### config.mk
export PLATFORM = sky130hd
export DESIGN_NAME = timer8_with_shared_prescaler
export DESIGN_NICKNAME = d
export VERILOG_FILES = /design/src/hdl/timer8_pkg.sv /design/src/hdl/timer8_with_shared_prescaler.sv
export SDC_FILE = /design/constraint.sdc
export NUM_CORES = 1
export LEC_CHECK = 0
export ABC_AREA = 1
export BUFFER_PORTS_ARGS = -buffer_cell sky130_fd_sc_hd__clkbuf_2
export CORE_MARGIN = 3
export CORE_UTILIZATION = 52
export CTS_CLUSTER_SIZE = 40
export DETAILED_ROUTE_END_ITERATION = 8
export PLACE_DENSITY = 0.86
export SETUP_SLACK_MARGIN = 0.02
export SLEW_MARGIN = 25
export SYNTH_ARGS = -nofsm -noshare
export SYNTH_HDL_FRONTEND = slang
export SYNTH_SLANG_ARGS = --single-unit
### constraint.sdc
create_clock -name pclk -period 1.78 [get_ports pclk]
set_input_delay 0.089 -clock pclk [delete_from_list [all_inputs] [get_ports pclk]]
set_output_delay 0.089 -clock pclk [all_outputs]
set_load 0.05 [all_outputs]
### src/hdl/timer8_pkg.sv
// Constants, offsets and carriers of the 8-bit timer/counter.
// Assumes one 20 MHz pclk and an APB master on the register side.
// What this block does
// - With the source select clear and no prescaler, the count steps once per instruction cycle.
// - A write to the count blocks counting for the next two instruction cycles.
// - In counter mode without the prescaler the count steps on each chosen edge of the pin or the oscillator.
// - Source select 1 picks counter mode; external select 0 picks the pin, 1 the oscillator.
// - The polarity bit picks rising or falling edges for both external sources.
// - One prescaler serves the counter or the watchdog; assign bit 0 gives it to the counter.
// - On the counter the prescaler offers eight ratios from 1:2 to 1:256 by a 3-bit field.
// - A 1:1 rate is had only by giving the prescaler to the watchdog.
// - The prescaler is hidden, and a count write clears it while it serves the counter.
// - A watchdog clear resets the prescaler and watchdog counter while it serves the watchdog.
// - A wrap from FFh to 00h sets the overflow flag whatever the enable.
// - Only software clears the overflow flag.
// - An interrupt is raised only while both flag and enable are set.
// - In sleep the count holds still.
// - The counting edge is sampled at phases two and four of the instruction cycle.
`default_nettype none

package timer8_pkg;

    // Byte addresses of the registers
    localparam logic [7:0] ADDR_COUNT    = 8'h00;
    localparam logic [7:0] ADDR_OPTION   = 8'h04;
    localparam logic [7:0] ADDR_CAPSENSE = 8'h08;
    localparam logic [7:0] ADDR_INTCTL   = 8'h0C;
    localparam logic [7:0] ADDR_STATUS   = 8'h10;
    localparam logic [7:0] ADDR_MASK     = 8'h14;

    // Values after reset
    localparam logic [7:0] COUNT_RESET  = 8'h00;
    localparam logic [5:0] OPTION_RESET = 6'h00;

    // Field positions
    localparam int INTCTL_IE_BIT = 5;
    localparam int INTCTL_IF_BIT = 2;
    localparam int STATUS_OV_BIT = 0;
    localparam int XSEL_BIT      = 0;

    // Instruction cycle phases and cycle counts
    localparam logic [1:0] PHASE_Q2        = 2'h1;
    localparam logic [1:0] PHASE_Q4        = 2'h3;
    localparam logic [1:0] INHIBIT_CYCLES  = 2'h2;
    localparam logic [7:0] COUNT_MAX       = 8'hFF;

    // Option register, bit 5 down to bit 0
    typedef struct packed {
        logic       clock_source_select;
        logic       edge_polarity_select;
        logic       prescaler_assign;
        logic [2:0] prescale_ratio;
    } option_s;

endpackage

`default_nettype wire

### src/hdl/timer8_with_shared_prescaler.sv
// Timer/counter with prescaler shared with the watchdog, APB slave.
// Assumes core strobes (sleep, watchdog clear, watchdog tick) on pclk;
// external count pins are asynchronous and synchronised here.
`default_nettype none

module timer8_with_shared_prescaler #(
    parameter int ADDR_W = 8
) (
    // Clock and reset
    input  wire logic              pclk,
    input  wire logic              presetn,
    // APB slave
    input  wire logic              psel,
    input  wire logic              penable,
    input  wire logic              pwrite,
    input  wire logic [ADDR_W-1:0] paddr,
    input  wire logic [31:0]       pwdata,
    output var  logic [31:0]       prdata,
    output var  logic              pready,
    output var  logic              pslverr,
    // External count sources
    input  wire logic              external_count_input,
    input  wire logic              cap_sense_oscillator,
    // Core side
    input  wire logic              sleep,
    input  wire logic              watchdog_clear_instruction,
    input  wire logic              watchdog_tick,
    output var  logic              watchdog_prescaled,
    output var  logic              watchdog_counter_clear,
    // Interrupt
    output var  logic              irq
);

    ////////////////////////////////////////////////////////////////////
    // State

    logic [1:0]          phase;
    logic [7:0]          timer_count;
    timer8_pkg::option_s option;
    logic                external_source_select;
    logic                overflow_irq_enable;
    logic                overflow_flag;
    logic [7:0]          prescaler;
    logic [1:0]          inhibit;
    logic                pin_meta;
    logic                pin_sync;
    logic                cap_meta;
    logic                cap_sync;
    logic                src_prev;
    logic                q2_sample;
    logic                q4_last;

    ////////////////////////////////////////////////////////////////////
    // APB decode

    // Write lands at the edge where pready is seen high
    wire       access    = psel && penable;
    wire       wr        = access && pready && pwrite;
    wire [7:0] addr      = paddr[7:0];
    wire       sel_count = addr == timer8_pkg::ADDR_COUNT;
    wire       sel_opt   = addr == timer8_pkg::ADDR_OPTION;
    wire       sel_cap   = addr == timer8_pkg::ADDR_CAPSENSE;
    wire       sel_ictl  = addr == timer8_pkg::ADDR_INTCTL;
    wire       sel_stat  = addr == timer8_pkg::ADDR_STATUS;
    wire       sel_mask  = addr == timer8_pkg::ADDR_MASK;
    wire       mapped    = sel_count || sel_opt || sel_cap || sel_ictl || sel_stat || sel_mask;
    wire       wr_count  = wr && sel_count;
    wire       wr_opt    = wr && sel_opt;
    wire       wr_cap    = wr && sel_cap;
    wire       wr_ictl   = wr && sel_ictl;
    wire       wr_stat   = wr && sel_stat;
    wire       wr_mask   = wr && sel_mask;

    // Read mux; unused bits read zero and the prescaler is never visible
    wire [7:0] ictl_rd = 8'(overflow_irq_enable) << timer8_pkg::INTCTL_IE_BIT
                       | 8'(overflow_flag) << timer8_pkg::INTCTL_IF_BIT;
    wire [7:0] rd_byte = sel_count ? timer_count :
                         sel_opt   ? {2'h0, option} :
                         sel_cap   ? 8'(external_source_select) :
                         sel_ictl  ? ictl_rd :
                         sel_stat  ? 8'(overflow_flag) :
                         sel_mask  ? 8'(overflow_irq_enable) : 8'h00;

    // One wait state: pready rises in the second access cycle
    always_ff @(posedge pclk or negedge presetn) begin
        if (!presetn) begin
            pready  <= 1'b0;
            prdata  <= 32'h0000_0000;
            pslverr <= 1'b0;
        end else begin
            pready  <= access && !pready;
            prdata  <= {24'h00_0000, rd_byte};
            pslverr <= access && !pready && !mapped;
        end
    end

    ////////////////////////////////////////////////////////////////////
    // Instruction cycle phases, Q1 to Q4 as 0 to 3

    wire at_q2 = phase == timer8_pkg::PHASE_Q2;
    wire at_q4 = phase == timer8_pkg::PHASE_Q4;

    // Free-running phase counter
    always_ff @(posedge pclk or negedge presetn) begin
        if (!presetn) phase <= 2'h0;
        else          phase <= phase + 2'h1;
    end

    ////////////////////////////////////////////////////////////////////
    // External source synchronisers

    // Two flops per pin; only the second stage is used
    always_ff @(posedge pclk or negedge presetn) begin
        if (!presetn) begin
            pin_meta <= 1'b0;
            pin_sync <= 1'b0;
            cap_meta <= 1'b0;
            cap_sync <= 1'b0;
        end else begin
            pin_meta <= external_count_input;
            pin_sync <= pin_meta;
            cap_meta <= cap_sense_oscillator;
            cap_sync <= cap_meta;
        end
    end

    // Source pick and polarity; high polarity makes falling edges count
    wire src_raw   = external_source_select ? cap_sync : pin_sync;
    wire src_level = src_raw ^ option.edge_polarity_select;
    wire src_rise  = src_level && !src_prev;

    ////////////////////////////////////////////////////////////////////
    // Shared prescaler

    wire       to_wdt     = option.prescaler_assign;
    wire       cnt_mode   = option.clock_source_select;
    wire [2:0] ratio      = option.prescale_ratio;
    // Counter-side ticks freeze with the timer in sleep
    wire       tmr_tick   = !sleep && (cnt_mode ? src_rise : at_q4);
    wire       pre_tick   = to_wdt ? watchdog_tick : tmr_tick;
    wire       pre_clr    = (wr_count && !to_wdt)
                         || (watchdog_clear_instruction && to_wdt);
    wire [7:0] pre_inc    = prescaler + 8'h01;
    wire [7:0] next_pre   = pre_clr ? 8'h00 : (pre_tick ? pre_inc : prescaler);
    // Bit n toggles every 2^n ticks, so its rises come every 2^(n+1)
    wire       pre_bit    = prescaler[ratio];
    wire       wdt_pulse  = to_wdt && !pre_clr && pre_tick && !pre_bit && pre_inc[ratio];

    // Prescaler count and watchdog-facing strobes
    always_ff @(posedge pclk or negedge presetn) begin
        if (!presetn) begin
            prescaler              <= 8'h00;
            src_prev               <= 1'b0;
            watchdog_prescaled     <= 1'b0;
            watchdog_counter_clear <= 1'b0;
        end else begin
            prescaler              <= next_pre;
            src_prev               <= src_level;
            watchdog_prescaled     <= wdt_pulse;
            watchdog_counter_clear <= watchdog_clear_instruction && to_wdt;
        end
    end

    ////////////////////////////////////////////////////////////////////
    // Phase sampling of the divided level

    // Without the prescaler the synced source itself is sampled: 1:1
    wire div_level = to_wdt ? src_level : pre_bit;
    // A rise seen at Q2 or Q4 since the last Q4 is one count
    wire q4_rise   = !q4_last && (q2_sample || div_level);

    // Samples at Q2 and Q4; a second edge within one cycle is lost
    always_ff @(posedge pclk or negedge presetn) begin
        if (!presetn) begin
            q2_sample <= 1'b0;
            q4_last   <= 1'b0;
        end else begin
            if (at_q2) q2_sample <= div_level;
            if (at_q4) q4_last   <= div_level;
        end
    end

    ////////////////////////////////////////////////////////////////////
    // Timer count

    // Timer mode without prescaler steps every instruction cycle
    wire       direct_inc = !cnt_mode && to_wdt;
    wire       inc_req    = at_q4 && (direct_inc || q4_rise);
    wire       count_inc  = inc_req && !sleep && !wr_count
                         && inhibit == 2'h0;
    wire       wrap       = count_inc && timer_count == timer8_pkg::COUNT_MAX;
    wire [7:0] next_count = wr_count ? pwdata[7:0] :
                            count_inc ? timer_count + 8'h01 : timer_count;

    // Write arms the two-cycle inhibit, which drains on Q4 edges
    wire [1:0] next_inh = wr_count ? timer8_pkg::INHIBIT_CYCLES :
                          (at_q4 && inhibit != 2'h0) ? inhibit - 2'h1 : inhibit;

    // Count and inhibit registers
    always_ff @(posedge pclk or negedge presetn) begin
        if (!presetn) begin
            timer_count <= timer8_pkg::COUNT_RESET;
            inhibit     <= 2'h0;
        end else begin
            timer_count <= next_count;
            inhibit     <= next_inh;
        end
    end

    ////////////////////////////////////////////////////////////////////
    // Configuration registers

    // Option, source select and enable; status-mask view shares the enable
    always_ff @(posedge pclk or negedge presetn) begin
        if (!presetn) begin
            option                 <= timer8_pkg::OPTION_RESET;
            external_source_select <= 1'b0;
            overflow_irq_enable    <= 1'b0;
        end else begin
            if (wr_opt) option <= pwdata[5:0];
            if (wr_cap) external_source_select <= pwdata[timer8_pkg::XSEL_BIT];
            if (wr_ictl) overflow_irq_enable <= pwdata[timer8_pkg::INTCTL_IE_BIT];
            else if (wr_mask) overflow_irq_enable <= pwdata[timer8_pkg::STATUS_OV_BIT];
        end
    end

    ////////////////////////////////////////////////////////////////////
    // Overflow flag and interrupt

    // Clear by a zero in the control view or a one in the status view
    wire flag_clr  = (wr_ictl && !pwdata[timer8_pkg::INTCTL_IF_BIT])
                  || (wr_stat && pwdata[timer8_pkg::STATUS_OV_BIT]);
    // Set wins over a clear in the same cycle so no wrap is lost
    wire next_flag = wrap || (overflow_flag && !flag_clr);

    // Flag and gated interrupt level
    always_ff @(posedge pclk or negedge presetn) begin
        if (!presetn) begin
            overflow_flag <= 1'b0;
            irq           <= 1'b0;
        end else begin
            overflow_flag <= next_flag;
            irq           <= overflow_flag && overflow_irq_enable;
        end
    end

    ////////////////////////////////////////////////////////////////////
    // Checks

    phase_walk_a: assert property (@(posedge pclk) disable iff (!presetn)
        at_q4 |=> phase == 2'h0 ##3 at_q4)
        else $error("phase sequence broken");

    timer_rate_a: assert property (@(posedge pclk) disable iff (!presetn)
        (at_q4 && direct_inc && !sleep && inhibit == 2'h0 && !wr_count)
        |=> timer_count == $past(timer_count) + 8'h01)
        else $error("timer mode missed a step");

    write_hold_a: assert property (@(posedge pclk) disable iff (!presetn)
        wr_count ##1 (!wr_count && !(at_q4 && inhibit == 2'h1)) [*1]
        |=> timer_count == $past(timer_count))
        else $error("count moved during inhibit");

    inhibit_arm_a: assert property (@(posedge pclk) disable iff (!presetn)
        wr_count |=> inhibit == 2'h2)
        else $error("write did not arm inhibit");

    presc_wrclr_a: assert property (@(posedge pclk) disable iff (!presetn)
        (wr_count && !to_wdt) |=> prescaler == 8'h00)
        else $error("count write left prescaler");

    presc_wdtclr_a: assert property (@(posedge pclk) disable iff (!presetn)
        (watchdog_clear_instruction && to_wdt) |=> prescaler == 8'h00 && watchdog_counter_clear)
        else $error("watchdog clear missed");

    flag_set_a: assert property (@(posedge pclk) disable iff (!presetn)
        (count_inc && timer_count == 8'hFF) |=> overflow_flag && timer_count == 8'h00)
        else $error("wrap did not set flag");

    flag_sticky_a: assert property (@(posedge pclk) disable iff (!presetn)
        (overflow_flag && !flag_clr) |=> overflow_flag)
        else $error("flag cleared without software");

    irq_gate_a: assert property (@(posedge pclk) disable iff (!presetn)
        ##1 irq == $past(overflow_flag && overflow_irq_enable))
        else $error("interrupt not gated by enable");

    sleep_hold_a: assert property (@(posedge pclk) disable iff (!presetn)
        (sleep && !wr_count) |=> $stable(timer_count))
        else $error("count moved in sleep");

    pready_pulse_a: assert property (@(posedge pclk) disable iff (!presetn)
        pready |=> !pready)
        else $error("pready stood two cycles");

    pready_wait_a: assert property (@(posedge pclk) disable iff (!presetn)
        (psel && penable && !pready) |=> pready)
        else $error("pready late");

    slverr_pair_a: assert property (@(posedge pclk) disable iff (!presetn)
        pslverr |-> pready)
        else $error("pslverr without pready");

    unmapped_zero_a: assert property (@(posedge pclk) disable iff (!presetn)
        pslverr |-> prdata == 32'h0000_0000)
        else $error("unmapped read not zero");

    rdata_upper_a: assert property (@(posedge pclk) disable iff (!presetn)
        prdata[31:8] == 24'h00_0000)
        else $error("upper read bits set");

    count_write_a: assert property (@(posedge pclk) disable iff (!presetn)
        wr_count |=> timer_count == $past(pwdata[7:0]))
        else $error("count write lost");

    count_step_a: assert property (@(posedge pclk) disable iff (!presetn)
        !wr_count |=> (timer_count == $past(timer_count)) || (timer_count == $past(timer_count) + 8'h01))
        else $error("count jumped");

    q4_only_a: assert property (@(posedge pclk) disable iff (!presetn)
        (!at_q4 && !wr_count) |=> $stable(timer_count))
        else $error("count moved off Q4");

    inhibit_drain_a: assert property (@(posedge pclk) disable iff (!presetn)
        (at_q4 && inhibit != 2'h0 && !wr_count) |=> inhibit == $past(inhibit) - 2'h1)
        else $error("inhibit did not drain");

    inhibit_block_a: assert property (@(posedge pclk) disable iff (!presetn)
        (inhibit != 2'h0 && !wr_count) |=> $stable(timer_count))
        else $error("count moved while inhibited");

    presc_sleep_a: assert property (@(posedge pclk) disable iff (!presetn)
        (sleep && !to_wdt && !wr_count) |=> $stable(prescaler))
        else $error("prescaler moved in sleep");

    presc_wdt_only_a: assert property (@(posedge pclk) disable iff (!presetn)
        (to_wdt && !watchdog_tick && !watchdog_clear_instruction) |=> $stable(prescaler))
        else $error("counter event moved watchdog prescaler");

    irq_enable_a: assert property (@(posedge pclk) disable iff (!presetn)
        !overflow_irq_enable |=> !irq)
        else $error("interrupt while disabled");

    irq_flag_a: assert property (@(posedge pclk) disable iff (!presetn)
        !overflow_flag |=> !irq)
        else $error("interrupt without flag");

    flag_clear_a: assert property (@(posedge pclk) disable iff (!presetn)
        (flag_clr && !wrap) |=> !overflow_flag)
        else $error("software clear ignored");

    flag_source_a: assert property (@(posedge pclk) disable iff (!presetn)
        (!overflow_flag && !wrap) |=> !overflow_flag)
        else $error("flag set without wrap");

    wdt_pulse_gate_a: assert property (@(posedge pclk) disable iff (!presetn)
        !to_wdt |=> !watchdog_prescaled)
        else $error("watchdog tick while prescaler on counter");

    wdt_clear_gate_a: assert property (@(posedge pclk) disable iff (!presetn)
        !to_wdt |=> !watchdog_counter_clear)
        else $error("watchdog clear strobe while prescaler on counter");

    pin_sync_a: assert property (@(posedge pclk) disable iff (!presetn)
        pin_sync == $past(external_count_input, 2))
        else $error("pin sync depth wrong");

    cap_sync_a: assert property (@(posedge pclk) disable iff (!presetn)
        cap_sync == $past(cap_sense_oscillator, 2))
        else $error("oscillator sync depth wrong");

endmodule

`default_nettype wire
Word-level counts from Yosys, hierarchy flattened
Index checks and enable logic that the tools add are counted.

Output and inout port bits: 37. Bits in writable memories: 0. Memories kept: 0. Bits in latches: 0. Memory bits (read-only): 0. Flip-flop bits (word level): 49. Word-level logic and storage cells: 121.

Eq/ne operators: 8. Reduce and logical (&&, ||, !) cells: 60. $add $sub $neg: 4. Div/mod/pow operators: 0. Order comparisons: 1. Bitwise operators: 2. $mul: 0. Mux-type cells: 22. Shift-type cells: 0.

Operators with widths (count): $mux 8 (5); $logic_and 1x1->1 (31); $mux 6 (3); $add 8x1->8 const B (2); $eq 8x4->1 const B (2); $eq 8x5->1 const B (2); $logic_not 1->1 (12); $logic_or 1x1->1 (10); $mux 1 (10); $reduce_bool 2->1 (5); $eq 8x3->1 const B (1); $eq 8x8->1 const B (1); $logic_not 8->1 (1); $bmux 1 s3 (2); $or 6x3->6 (1); $lt 3x4->1 const B (1); $mux 2 (2); $add 2x1->2 const B (1); $eq 2x1->1 const B (1); $eq 2x2->1 const B (1); $logic_not 2->1 (1); $sub 2x1->2 const B (1); $xor 1x1->1 (1).

Depth between registers and ports, before layout
Gate-level depths: netlist of the first run.

Depth in word-level cells: 12. Gate-level depth with buffers: 14. Depth with buffers taken out: 13.

Least setup slack after synthesis of the first run
No wires, ideal clock.

Path type: reg2reg. Start point: register pready. End point: register prescaler[3]. Cell stages (with the launch flop): 8. Data arrival time: 1.736 ns. Clock period less this slack: 1.860 ns. Path buffers: 0. Slack: -0.080 ns. Cells stage by stage: dfrtp_1 > nand4_1 > nor2_8 > inv_4 > o21ai_4 > inv_4 > nand2_8 > o21ai_2.

Word-level cells in the longest chain between the ends: 6.

RTL lines: start: declaration (RTL line timer8_with_shared_prescaler.sv:19) `output var logic pready,`; start signal: assignment (RTL line timer8_with_shared_prescaler.sv:91) `pready <= access && !pready;`; $logic_and 1x1->1 (*) (2 in series) (RTL line timer8_with_shared_prescaler.sv:58) `wire wr = access && pready && pwrite;`; $logic_and 1x1->1 (*) (RTL line timer8_with_shared_prescaler.sv:67) `wire wr_count = wr && sel_count;`; $logic_and 1x1->1 (*) (RTL line timer8_with_shared_prescaler.sv:141) `wire pre_clr = (wr_count && !to_wdt)`; $logic_or 1x1->1 (*) (RTL line timer8_with_shared_prescaler.sv:142) `|| (watchdog_clear_instruction && to_wdt);`; $mux 8 / $reduce_bool 2->1 (equally long branches); end signal: assignment (RTL line timer8_with_shared_prescaler.sv:157) `prescaler <= next_pre;`; end: declaration (RTL line timer8_with_shared_prescaler.sv:43) `logic [7:0] prescaler;`.

Every way passes the cells marked *; elsewhere a longest branch is shown, timed or not. A chain may end at the register's enable or synchronous reset.

Worst setup path in the final report of the first run
Start point: register prescaler[1]. End point: register watchdog_prescaled.

Word-level cells in the longest chain between the ends: 5.

RTL lines: parallel branches: the longest is 4 deep, another holds $add 8x1->8; $logic_and 1x1->1 (*) (RTL line timer8_with_shared_prescaler.sv:147) `wire wdt_pulse = to_wdt && !pre_clr && pre_tick && !pre_bit && pre_inc[ratio];`; named net wdt_pulse (RTL line timer8_with_shared_prescaler.sv:147); end signal: assignment (RTL line timer8_with_shared_prescaler.sv:159) `watchdog_prescaled <= wdt_pulse;`; end: declaration (RTL line timer8_with_shared_prescaler.sv:28) `output var logic watchdog_prescaled,`.

Mark *: on every way through the listed nets, which the timed path passes. The select of a mux whose other input is x is not followed.

==> out/qor.csv, run 1 <==
stage,metric,value,unit
run_status,outcome,"complete, no violations",
hold_path,HP Class,input port to register,
place,Final HPWL DP,4.69,mm
yosys,synthesized area per cell,8.45,sq um
yosys,Post-synth EDFFs,0,
yosys,library cells used by synthesis,44,
yosys,YS warnings,0,
floorplanning,Initial Util,54.8,%
grt,met1 Use GR,25.8,%
yosys,Post-Synthesis Cells,340,
power,Pint,1.76,mW
grt,M2 GR Usage,36.6,%
floorplanning,FP Rows,26,
drt,Vias,2403,
yosys,synthesis-stage register bit count,49,
timing,Setup TNS,0,ns
cells_and_area,area delta synth->final,15.1,%
yosys,top_reg_cell synth,dfrtp_1,
clocking,CTS max path bufs,2,
cells_and_area,"leading cell type in the layout, fill and taps excluded",nand2_1,
yosys,synthesized cell area,2870,sq um
cells_and_area,register area,1230,sq um
power,Psw,0.798,mW
drt,final WL,6.40,mm
place,Port-buffer cells,38,
timing,Fmax,0.608,GHz
clocking,Num CTS Buffers,5,
worst_setup_path,crit end category,register,
grt,Global Route Usage Sum,21.0,%
grt,layer with the highest usage,met2,
timing,Max Clock Skew,0.0108,ns
worst_setup_path,Worst Path Required,2.00,ns
run,max-cap violations,0,
yosys,Synth area leaders,"dfrtp_1 (43%), nand2_1 (9.4%), buf_4 (6.5%)",
worst_setup_path,R2R Setup Slk,0.14,ns
floorplanning,die height,80.3,microns
place,Placed Cells incl. Taps,445,
cells_and_area,"commonest non-fill, non-tap cells in the layout","nand2_1 (72), dfrtp_1 (46), inv_1 (38), clkbuf_2 (38)",
power,proportion of power drawn by combinational gates,19.0,%
grt,initial antenna violation count,0,
place,RePlAce Congestion,0.865,
cells_and_area,Antenna Diode Count,0,
clocking,clock net sink count,49,
drt,vias per cell,5.16,
worst_setup_path,R2R Path Start,prescaler[1],
yosys,sequential share of the synthesized area,42.7,%
drt,drt wl/cell,13.7,microns
timing,"Period Utilization, post-route",92.4,%
grt,vias in the first global route,2311,
timing,# setup viols final,0,
grt,first-pass GRT wire length,10.5,mm
power,PwrDens,775,nW/um^2
hold_path,WHS Path Cells,3,
yosys,ys async rst share,100,%
cells_and_area,Multi-input gate area,1390,sq um
drt,DR pass1 iterations,4,
timing,pins over their slew limit,0,
power,Tot Pwr,2.56,mW
worst_setup_path,CP Data Arrival Time,1.86,ns
yosys,cell taking the most area after synthesis,dfrtp_1,
floorplanning,num ports,87,
power,Switching Fraction,31.2,%
grt,Overflow after GRT,0,
grt,largest net degree at the start of global routing,20,
drt,Antenna Violating Nets Remaining,0,
drt,drt initial violations,139,
place,placed cell area,3050,sq um
worst_setup_path,largest fanout on the critical path,4,
power,peak supply drop,0.536,mV
yosys,Yosys top cell area share,42.7,%
clocking,CTS root buf,clkbuf_8,
clocking,clk slew on worst S/H paths,0.09,ns
worst_setup_path,Worst setup SP type,register,
worst_setup_path,crit path from,prescaler[1],
floorplanning,Die Width,80.3,microns
timing,RSZ-0062 raised after global routing,false,
cells_and_area,"non-filler cells, final",466,
clocking,H-Tree Depth,2,
cells_and_area,final net count,450,
clocking,worst-skew pair later-pin latency,0.32,ns
cells_and_area,share of layout cells above drive strength 1,24.7,%
worst_setup_path,Reg-to-Reg End,watchdog_prescaled,
floorplanning,die area,6450,sq um
cells_and_area,utilization after layout,63.1,%
drt,number of remaining DRC errors,0,
worst_setup_path,cell depth of the worst flop-to-flop path,9,
power,clock share of power,31.8,%
cells_and_area,Final Instance Area,3300,sq um
worst_setup_path,kind of critical path,register to register,
timing,final hold vios,0,
clocking,CTS tree,built,
floorplanning,core area,5240,sq um
worst_setup_path,worst setup path end,watchdog_prescaled,
power,LEAKAGE,1.65,nW
power,Reg power frac,49.2,%
grt,met3 Resource Use GR,5.04,%
timing,Final min period,1.64,ns
cells_and_area,# fillers,434,
## logic make-up after synthesis
group | Yosys count | share of synthesized area, %
adders and majority gates | 5 | 2.18
DFF | 49 | 42.7
other | 1 | 0.131
and+or+nand+nor | 155 | 27.5
AOI/OAI and AO/OA | 47 | 10.7
xor gates and xnor gates | 12 | 3.92
buffers and inverters | 71 | 12.9
## layer usage
layer	part of all wire [%]	up-vias	wire, microns
li1	-	1167	-
met1	43	1162	2720
met2	51	66	3290
met3	4.5	8	291
met4	1.5	0	95
met5	0	-	0
## power groups by stage
stage	sequential [mW]	combinational (mW)	clock [mW]
global route	1.27	0.556	0.866
finish	1.26	0.486	0.816
detailed placement	1.28	0.468	0
floorplan	1.28	0.381	0
CTS	1.26	0.481	0.822
global placement	1.27	0.449	0
## Yosys cell counts, types with 2 or more instances
library cell	count
a21oi_1	5
buf_2	2
buf_4	25
dfrtp_1	49
ha_1	5
inv_1	38
inv_4	3
nand2_1	72
nand2_2	5
nand2_4	3
nand3_1	23
nand3_2	4
nand4_1	8
nor2_1	24
nor2_2	2
nor3_1	3
nor3_2	2
o211ai_1	3
o21ai_0	20
o21ai_1	2
o21ai_2	7
o22ai_1	3
or2_2	2
xor2_1	10
## area by class of cell
| class | count | area share, % |
|---|---|---|
| Clock buffer | 5 | 2.08 |
| Clock inverter | 3 | 1.40 |
| Inverter | 42 | 5.07 |
| Multi-Input combinational cell | 244 | 42.0 |
| Sequential cell | 49 | 37.2 |
| Tap cell | 70 | 2.65 |
| Timing Repair Buffer | 53 | 9.54 |
## through the flow
stage / hold WS, ns / setup slack (ns)
6_report: 0.0426 / 0.136
5_1_grt: 0.0374 / 0.0210
3_3_place_gp: 0.0422 / 0.0964
4_1_cts: 0.0335 / 0.0344
3_5_place_dp: 0.0472 / 0.0628
2_1_floorplan: -0.207 / 0.0970
## worst min-delay path by stage
stage / startpoint / to / slack (ns)
after CTS: pwdata[4] / option[4] / 0.03
after detailed placement: presetn / pslverr / 0.05
final: pwdata[4] / option[4] / 0.04
after global placement: presetn / pslverr / 0.04
after floorplan: presetn / cap_meta / -0.21
after global routing: pwdata[4] / option[4] / 0.04
## critical path: stages (launching register included)
cell and delay (ns):
dfrtp_1 0.43, ha_2 0.24, nand3_1 0.12, nand3b_1 0.25, xor2_2 0.19, nand2_1 0.07
nand2_1 0.06, nor2_1 0.05, nor2_1 0.11, nor2_2 0.04
## registers in the layout, indices dropped and copies added (netlist names), 2 cells and up
register / flops
phase: 2
prescaler: 8
timer_count: 8
inhibit: 2
ratio: 3
prdata: 8
## what timing repair did
| item | 4_1_cts | 5_1_grt |
|---|---|---|
| hold buffers | 5 | 0 |
| gates resized for setup | 0 | 9 |
| buffers inserted | 0 | 7 |
| hold endpoints to repair | 19 | 0 |
| endpoints found under the setup margin | 0 | 16 |
(Power assumes the default switching activity.)
==> run 2: changes to the inputs <==
--- a/config.mk
+++ b/config.mk
@@ -12,6 +12,7 @@
 export CTS_CLUSTER_SIZE = 40
 export DETAILED_ROUTE_END_ITERATION = 8
 export PLACE_DENSITY = 0.86
+export REMOVE_ABC_BUFFERS = 1
 export SETUP_SLACK_MARGIN = 0.02
 export SLEW_MARGIN = 25
 export SYNTH_ARGS = -nofsm -noshare
==> out/qor.csv, run 2 (same netlist as run 1, synthesis figures left out) <==
stage,metric,value,unit,change
clocking,CTS tree,built,,
cells_and_area,"leading cell type in the layout, fill and taps excluded",nand2_1,,
grt,first-pass GRT wire length,10.1,mm,-3.5%
worst_setup_path,largest fanout on the critical path,19,,+15
clocking,clk slew on worst S/H paths,0.09,ns,about the same
grt,largest net degree at the start of global routing,50,,+150%
timing,RSZ-0062 raised after global routing,true,,
run,max-cap violations,0,,unchanged
clocking,CTS root buf,clkbuf_8,,
place,Final HPWL DP,4.22,mm,-10%
place,RePlAce Congestion,0.846,,-2.3%
timing,"Period Utilization, post-route",93.5,%,+1.1 points
timing,# setup viols final,0,,unchanged
floorplanning,die area,6450,sq um,unchanged
cells_and_area,area delta synth->final,12.4,%,
grt,Global Route Usage Sum,20.2,%,-0.82 points
drt,number of remaining DRC errors,0,,unchanged
worst_setup_path,Worst Path Required,1.98,ns,-0.02 ns
timing,pins over their slew limit,0,,unchanged
cells_and_area,# fillers,445,,+2.5%
worst_setup_path,crit end category,register,,
grt,vias in the first global route,2242,,-3.0%
power,peak supply drop,0.355,mV,-34%
worst_setup_path,Worst setup SP type,input port,,
power,Pint,1.61,mW,-8.5%
floorplanning,num ports,87,,unchanged
power,proportion of power drawn by combinational gates,20.1,%,+1.1 points
floorplanning,die height,80.3,microns,unchanged
timing,"Worst Setup Slack, final",0.115,ns,-0.0202 ns
run_status,outcome,"complete, no violations",,
clocking,H-Tree Depth,2,,unchanged
clocking,clock net sink count,49,,unchanged
drt,Vias,2322,,-3.4%
clocking,worst-skew pair later-pin latency,0.31,ns,about the same
place,Placed Cells incl. Taps,444,,-0.22%
floorplanning,Initial Util,54.8,%,unchanged
timing,hold slack,0.00540,ns,-0.0372 ns
power,Switching Fraction,32.8,%,+1.7 points
drt,final WL,5.86,mm,-8.4%
drt,drt wl/cell,12.7,microns,-7.4%
drt,drt initial violations,163,,+17%
place,pre-CTS setup slack,0.0371,ns,-0.0256 ns
cells_and_area,"non-filler cells, final",461,,-1.1%
grt,Overflow after GRT,0,,unchanged
cells_and_area,final net count,445,,-1.1%
timing,Final min period,1.66,ns,+0.0202 ns
power,Reg power frac,52.6,%,+3.4 points
power,Psw,0.789,mW,-1.2%
drt,Antenna Violating Nets Remaining,0,,unchanged
grt,initial antenna violation count,0,,unchanged
floorplanning,FP Rows,26,,unchanged
cells_and_area,share of layout cells above drive strength 1,23.0,%,-1.7 points
worst_setup_path,CP Data Arrival Time,1.87,ns,about the same
drt,vias per cell,5.04,,-2.3%
cells_and_area,leading registers by flop count,"prdata (8), prescaler (8), timer_count (8)",,
timing,Fmax,0.601,GHz,-1.2%
hold_path,HP Class,input port to register,,
cells_and_area,utilization after layout,61.6,%,-1.5 points
clocking,CTS max path bufs,2,,unchanged
cells_and_area,"commonest non-fill, non-tap cells in the layout","nand2_1 (72), dfrtp_1 (47), inv_1 (38), clkbuf_2 (38)",,
timing,Max Clock Skew,0.0107,ns,-0.000143 ns
worst_setup_path,kind of critical path,input port to register,,
power,LEAKAGE,1.61,nW,-2.4%
place,Port-buffer cells,38,,unchanged
power,clock share of power,27.2,%,-4.6 points
cells_and_area,Antenna Diode Count,0,,unchanged
floorplanning,core area,5240,sq um,unchanged
timing,final hold vios,0,,unchanged
drt,DR pass1 iterations,5,,+1
power,PwrDens,744,nW/um^2,-4.0%
timing,Slew headroom,59.8,%,
timing,pin slew with the least headroom to its limit,0.603,ns,
clocking,Num CTS Buffers,5,,unchanged
floorplanning,Die Width,80.3,microns,unchanged
run 2: cell count changes in the layout (fill, tap and decap cells not counted), sizes merged:
cell,before,now
clkbuf,43,44
bufinv,1,0
inv,40,41
dlygate4sd3,5,4
buf,10,6
clkinvlp,1,2
clkinv,3,1
run 2: layer usage:
layer	GRT usage, %	vias to the layer above	wire length, microns
met3	3.59	9	284
met4	8.28	0	106
met1	24.4	1095	2390
li1	-	1151	-
met2	35.4	67	3080
met5	0	-	0
run 2: area by class of cell:
type | instances | area, sq um | area share [%]
multi-input combinational | 244 | 1380 | 42.8
sequential | 49 | 1230 | 38.1
timing repair buffer | 48 | 275 | 8.53
inverter | 42 | 165 | 5.12
tap | 70 | 87.6 | 2.71
clock buffer | 6 | 72.6 | 2.25
clock inverter | 2 | 15.0 | 0.465
run 2: power groups by stage:
stage / registers, mW / logic [mW] / clock network [mW]
3_3_place_gp: 1.27 / 0.447 / 0
4_1_cts: 1.26 / 0.488 / 0.666
5_1_grt: 1.27 / 0.553 / 0.726
6_report: 1.26 / 0.484 / 0.654
3_5_place_dp: 1.28 / 0.470 / 0
2_1_floorplan: 1.28 / 0.339 / 0
run 2: critical path, cell delays in order:
cell and delay (ns):
dlygate4sd3_1 0.52, clkbuf_2 0.11, nand4_1 0.09, buf_4 0.19
nor2_8 0.22, inv_4 0.15, o21ai_4 0.21, inv_4 0.10
nand4_1 0.11, o21ai_2 0.06
run 2: repair_timing:
item	4_1_cts	5_1_grt
endpoints found under the hold margin	52	0
setup buffers	0	4
endpoints found under the setup margin	0	9
gates resized for setup	0	4
hold buffers	4	0
run 2: through the flow:
| step | power (mW) | instance area, sq um | TNS, ns |
|---|---|---|---|
| global route | 2.55 | 3230 | 0 |
| finish | 2.40 | 3230 | 0 |
| detailed placement | 1.75 | 3040 | 0 |
| floorplan | 1.62 | 2750 | -1.31 |
| global placement | 1.72 | 3040 | 0 |
| CTS | 2.41 | 3170 | 0 |
run 2: final timing paths:
| path | endpoint | from | slack (ns) | depth (start not counted) |
|---|---|---|---|---|
| worst max-delay path | prescaler[2] | penable | 0.12 | 10 |
| worst min-delay path | pready | psel | 0.005 | 3 |
| worst max register to register | prescaler[2] | pready | 0.15 | 8 |
| worst min register to register | cap_sync | cap_meta | 0.36 | 0 |
| max in group asynchronous | prescaler[0] | presetn | 0.94 | 3 |
| min in group asynchronous | pready | presetn | 0.41 | 3 |
==> run 3: changes to the inputs <==
--- a/config.mk
+++ b/config.mk
@@ -13,8 +13,9 @@
 export DETAILED_ROUTE_END_ITERATION = 8
 export PLACE_DENSITY = 0.86
 export REMOVE_ABC_BUFFERS = 1
-export SETUP_SLACK_MARGIN = 0.02
+export SETUP_SLACK_MARGIN = 0.5
 export SLEW_MARGIN = 25
 export SYNTH_ARGS = -nofsm -noshare
 export SYNTH_HDL_FRONTEND = slang
 export SYNTH_SLANG_ARGS = --single-unit
+export TNS_END_PERCENT = 30
==> out/qor.csv, run 3 (same netlist as run 1, synthesis figures left out) <==
stage,metric,value,unit,change
run_status,outcome,"complete, no violations",,
run,max-cap violations,0,,unchanged
worst_setup_path,kind of critical path,register to register,,
grt,largest net degree at the start of global routing,50,,unchanged
drt,Vias,2421,,+4.3%
cells_and_area,# fillers,416,,-6.5%
cells_and_area,"leading cell type in the layout, fill and taps excluded",nand2_1,,
cells_and_area,utilization after layout,65.2,%,+3.6 points
floorplanning,core area,5240,sq um,unchanged
grt,M2 GR Usage,39.5,%,+4.1 points
floorplanning,die height,80.3,microns,unchanged
drt,drt wl/cell,13.9,microns,+8.9%
worst_setup_path,R2R Path Start,ratio[0],,
cells_and_area,"commonest non-fill, non-tap cells in the layout","nand2_1 (66), dfrtp_1 (45), inv_1 (38), clkbuf_2 (38), conb_1 (24)",,
worst_setup_path,Crit-path slowest cell,dfrtp_2,,
power,Switching Fraction,32.9,%,+0.090 points
drt,Antenna Violating Nets Remaining,0,,unchanged
cells_and_area,leading registers by flop count,"prdata (8), prescaler (8), timer_count (8)",,
floorplanning,num ports,87,,unchanged
power,clock share of power,26.6,%,-0.6 points
drt,drt initial violations,222,,+36%
grt,initial antenna violation count,0,,unchanged
worst_setup_path,Worst setup SP type,register,,
grt,vias in the first global route,2388,,+6.5%
power,LEAKAGE,1.70,nW,+5.3%
hold_path,HP Class,input port to register,,
worst_setup_path,Worst Path Required,2.02,ns,+0.04 ns
place,Port-buffer cells,38,,unchanged
worst_setup_path,Reg-to-Reg End,overflow_flag,,
grt,met3 Resource Use GR,3.70,%,+0.11 points
place,RePlAce Congestion,0.846,,unchanged
grt,met1 Use GR,26.3,%,+1.9 points
hold_path,Hold Crit Endpoint,pready,,
timing,RSZ-0062 raised after global routing,true,,
timing,Fmax,0.611,GHz,+1.6%
floorplanning,Die Width,80.3,microns,unchanged
worst_setup_path,crit end category,register,,
worst_setup_path,R2R Setup Slk,0.14,ns,about the same
hold_path,WHS Path Cells,3,,unchanged
power,PwrDens,720,nW/um^2,-3.3%
clocking,CTS max path bufs,2,,unchanged
drt,number of remaining DRC errors,0,,unchanged
worst_setup_path,CP cell instances,"buf_6, nand2_1, nand3_1, nand3_2, nand3_2, nand3_2, nand2_2, nand2_4, nand2_8, buf_4, o21ai_1",,
cells_and_area,share of layout cells above drive strength 1,29.0,%,+6.0 points
timing,Setup TNS,0,ns,unchanged
timing,pin slew with the least headroom to its limit,0.608,ns,+0.00502 ns
timing,"Period Utilization, post-route",92.0,%,-1.5 points
cells_and_area,Final Instance Area,3420,sq um,+5.9%
grt,Overflow after GRT,0,,unchanged
clocking,H-Tree Depth,2,,unchanged
power,Reg power frac,51.0,%,-1.6 points
worst_setup_path,largest fanout on the critical path,7,,-12
clocking,clk slew on worst S/H paths,0.09,ns,about the same
clocking,Num CTS Buffers,5,,unchanged
floorplanning,Initial Util,54.8,%,unchanged
power,proportion of power drawn by combinational gates,22.4,%,+2.3 points
floorplanning,die area,6450,sq um,unchanged
worst_setup_path,CP most frequent cell,nand3_2,,
place,Final HPWL DP,4.22,mm,unchanged
worst_setup_path,CP Data Arrival Time,1.88,ns,about the same
timing,Slew headroom,59.5,%,-0.33 points
clocking,clock net sink count,49,,unchanged
drt,DR pass1 iterations,8,,+3
grt,first-pass GRT wire length,11.1,mm,+9.3%
clocking,CTS root buf,clkbuf_8,,
power,Psw,0.810,mW,+2.7%
drt,vias per cell,5.12,,+1.6%
power,Pint,1.65,mW,+2.3%
clocking,CTS tree,built,,
floorplanning,FP Rows,26,,unchanged
cells_and_area,Antenna Diode Count,0,,unchanged
grt,Global Route Usage Sum,22.2,%,+2.0 points
grt,layer with the highest usage,met2,,
cells_and_area,area delta synth->final,19.0,%,
cells_and_area,final net count,457,,+2.7%
timing,Final min period,1.64,ns,-0.0266 ns
power,peak supply drop,0.355,mV,about the same
hold_path,HP Start,psel,,
worst_setup_path,cell depth of the worst flop-to-flop path,11,,+3
worst_setup_path,delay of the slowest critical-path stage,0.50,ns,-0.02 ns
drt,final WL,6.55,mm,+12%
timing,final hold vios,0,,unchanged
clocking,worst-skew pair later-pin latency,0.31,ns,about the same
timing,pins over their slew limit,0,,unchanged
timing,Max Clock Skew,0.0105,ns,-0.000153 ns
place,placed cell area,3040,sq um,unchanged
timing,# setup viols final,0,,unchanged
==> run 3: cell count changes in the layout (fill, tap and decap cells not counted), moves of 2 or more <==
cell,previous run,this run
nand2_1,72,66
dfrtp_2,2,4
buf_4,6,15
nand2_2,6,10
dfrtp_1,47,45
buf_6,0,2
nand3_1,23,19
nand3_2,4,8
==> run 3: area by class of cell <==
class	count	area (sq um)	share of cell area [%]
well taps	70	87.6	2.56
inverters	42	166	4.87
clock inverters	2	15.0	0.439
flip-flops and latches	49	1230	36.0
repair buffers	60	385	11.3
clock buffers	6	72.6	2.12
multi-input cells	244	1460	42.7
==> run 3: worst max-delay path: cells and delay by family (launching register included) <==
kind	cells	cell delay, ns
compound gates	1	0.11
buf+inv	2	0.28
simple gates	8	0.67
flops	1	0.50
==> run 3: metal layers <==
layer	wire (microns)	vias up
li1	-	1183
met1	2480	1127
met2	3470	92
met3	372	19
met4	232	0
met5	0	-
==> run 3: what timing repair did <==
action / CTS / global route
pin swaps: 9 / 7
endpoints found under the hold margin: 52 / 0
hold buffers: 4 / 0
buffers inserted: 14 / 2
endpoints found under the setup margin: 27 / 28
gates cloned: 1 / 0
gates resized for setup: 17 / 9
==> run 3: through the flow <==
step           total power, mW  hold slack [ns]  setup slack [ns]  instances
4_1_cts                   2.46          0.00102             0.212        471
3_3_place_gp              1.72            0.198            0.0842        444
6_report                  2.46          0.00820             0.142        473
3_5_place_dp              1.75            0.199            0.0371        444
2_1_floorplan             1.62           -0.207            -0.187        334
5_1_grt                   2.61           0.0254            0.0382        473
==> run 3: power groups by stage <==
stage,clock [mW],combinational [mW],sequential (mW)
floorplan,0,0.339,1.28
global placement,0,0.447,1.27
detailed placement,0,0.470,1.28
CTS,0.666,0.544,1.25
global route,0.729,0.617,1.26
finish,0.656,0.550,1.25
==> run 3: worst max-delay path by stage <==
stage | startpoint | endpoint | depth (start not counted)
after floorplan | pready | prescaler[3] | 7
final | ratio[0] | overflow_flag | 11
after detailed placement | ratio[0] | timer_count[4] | 13
after global routing | prescaler[1] | watchdog_prescaled | 10
after CTS | prescaler[0] | watchdog_prescaled | 9
after global placement | ratio[0] | timer_count[4] | 13
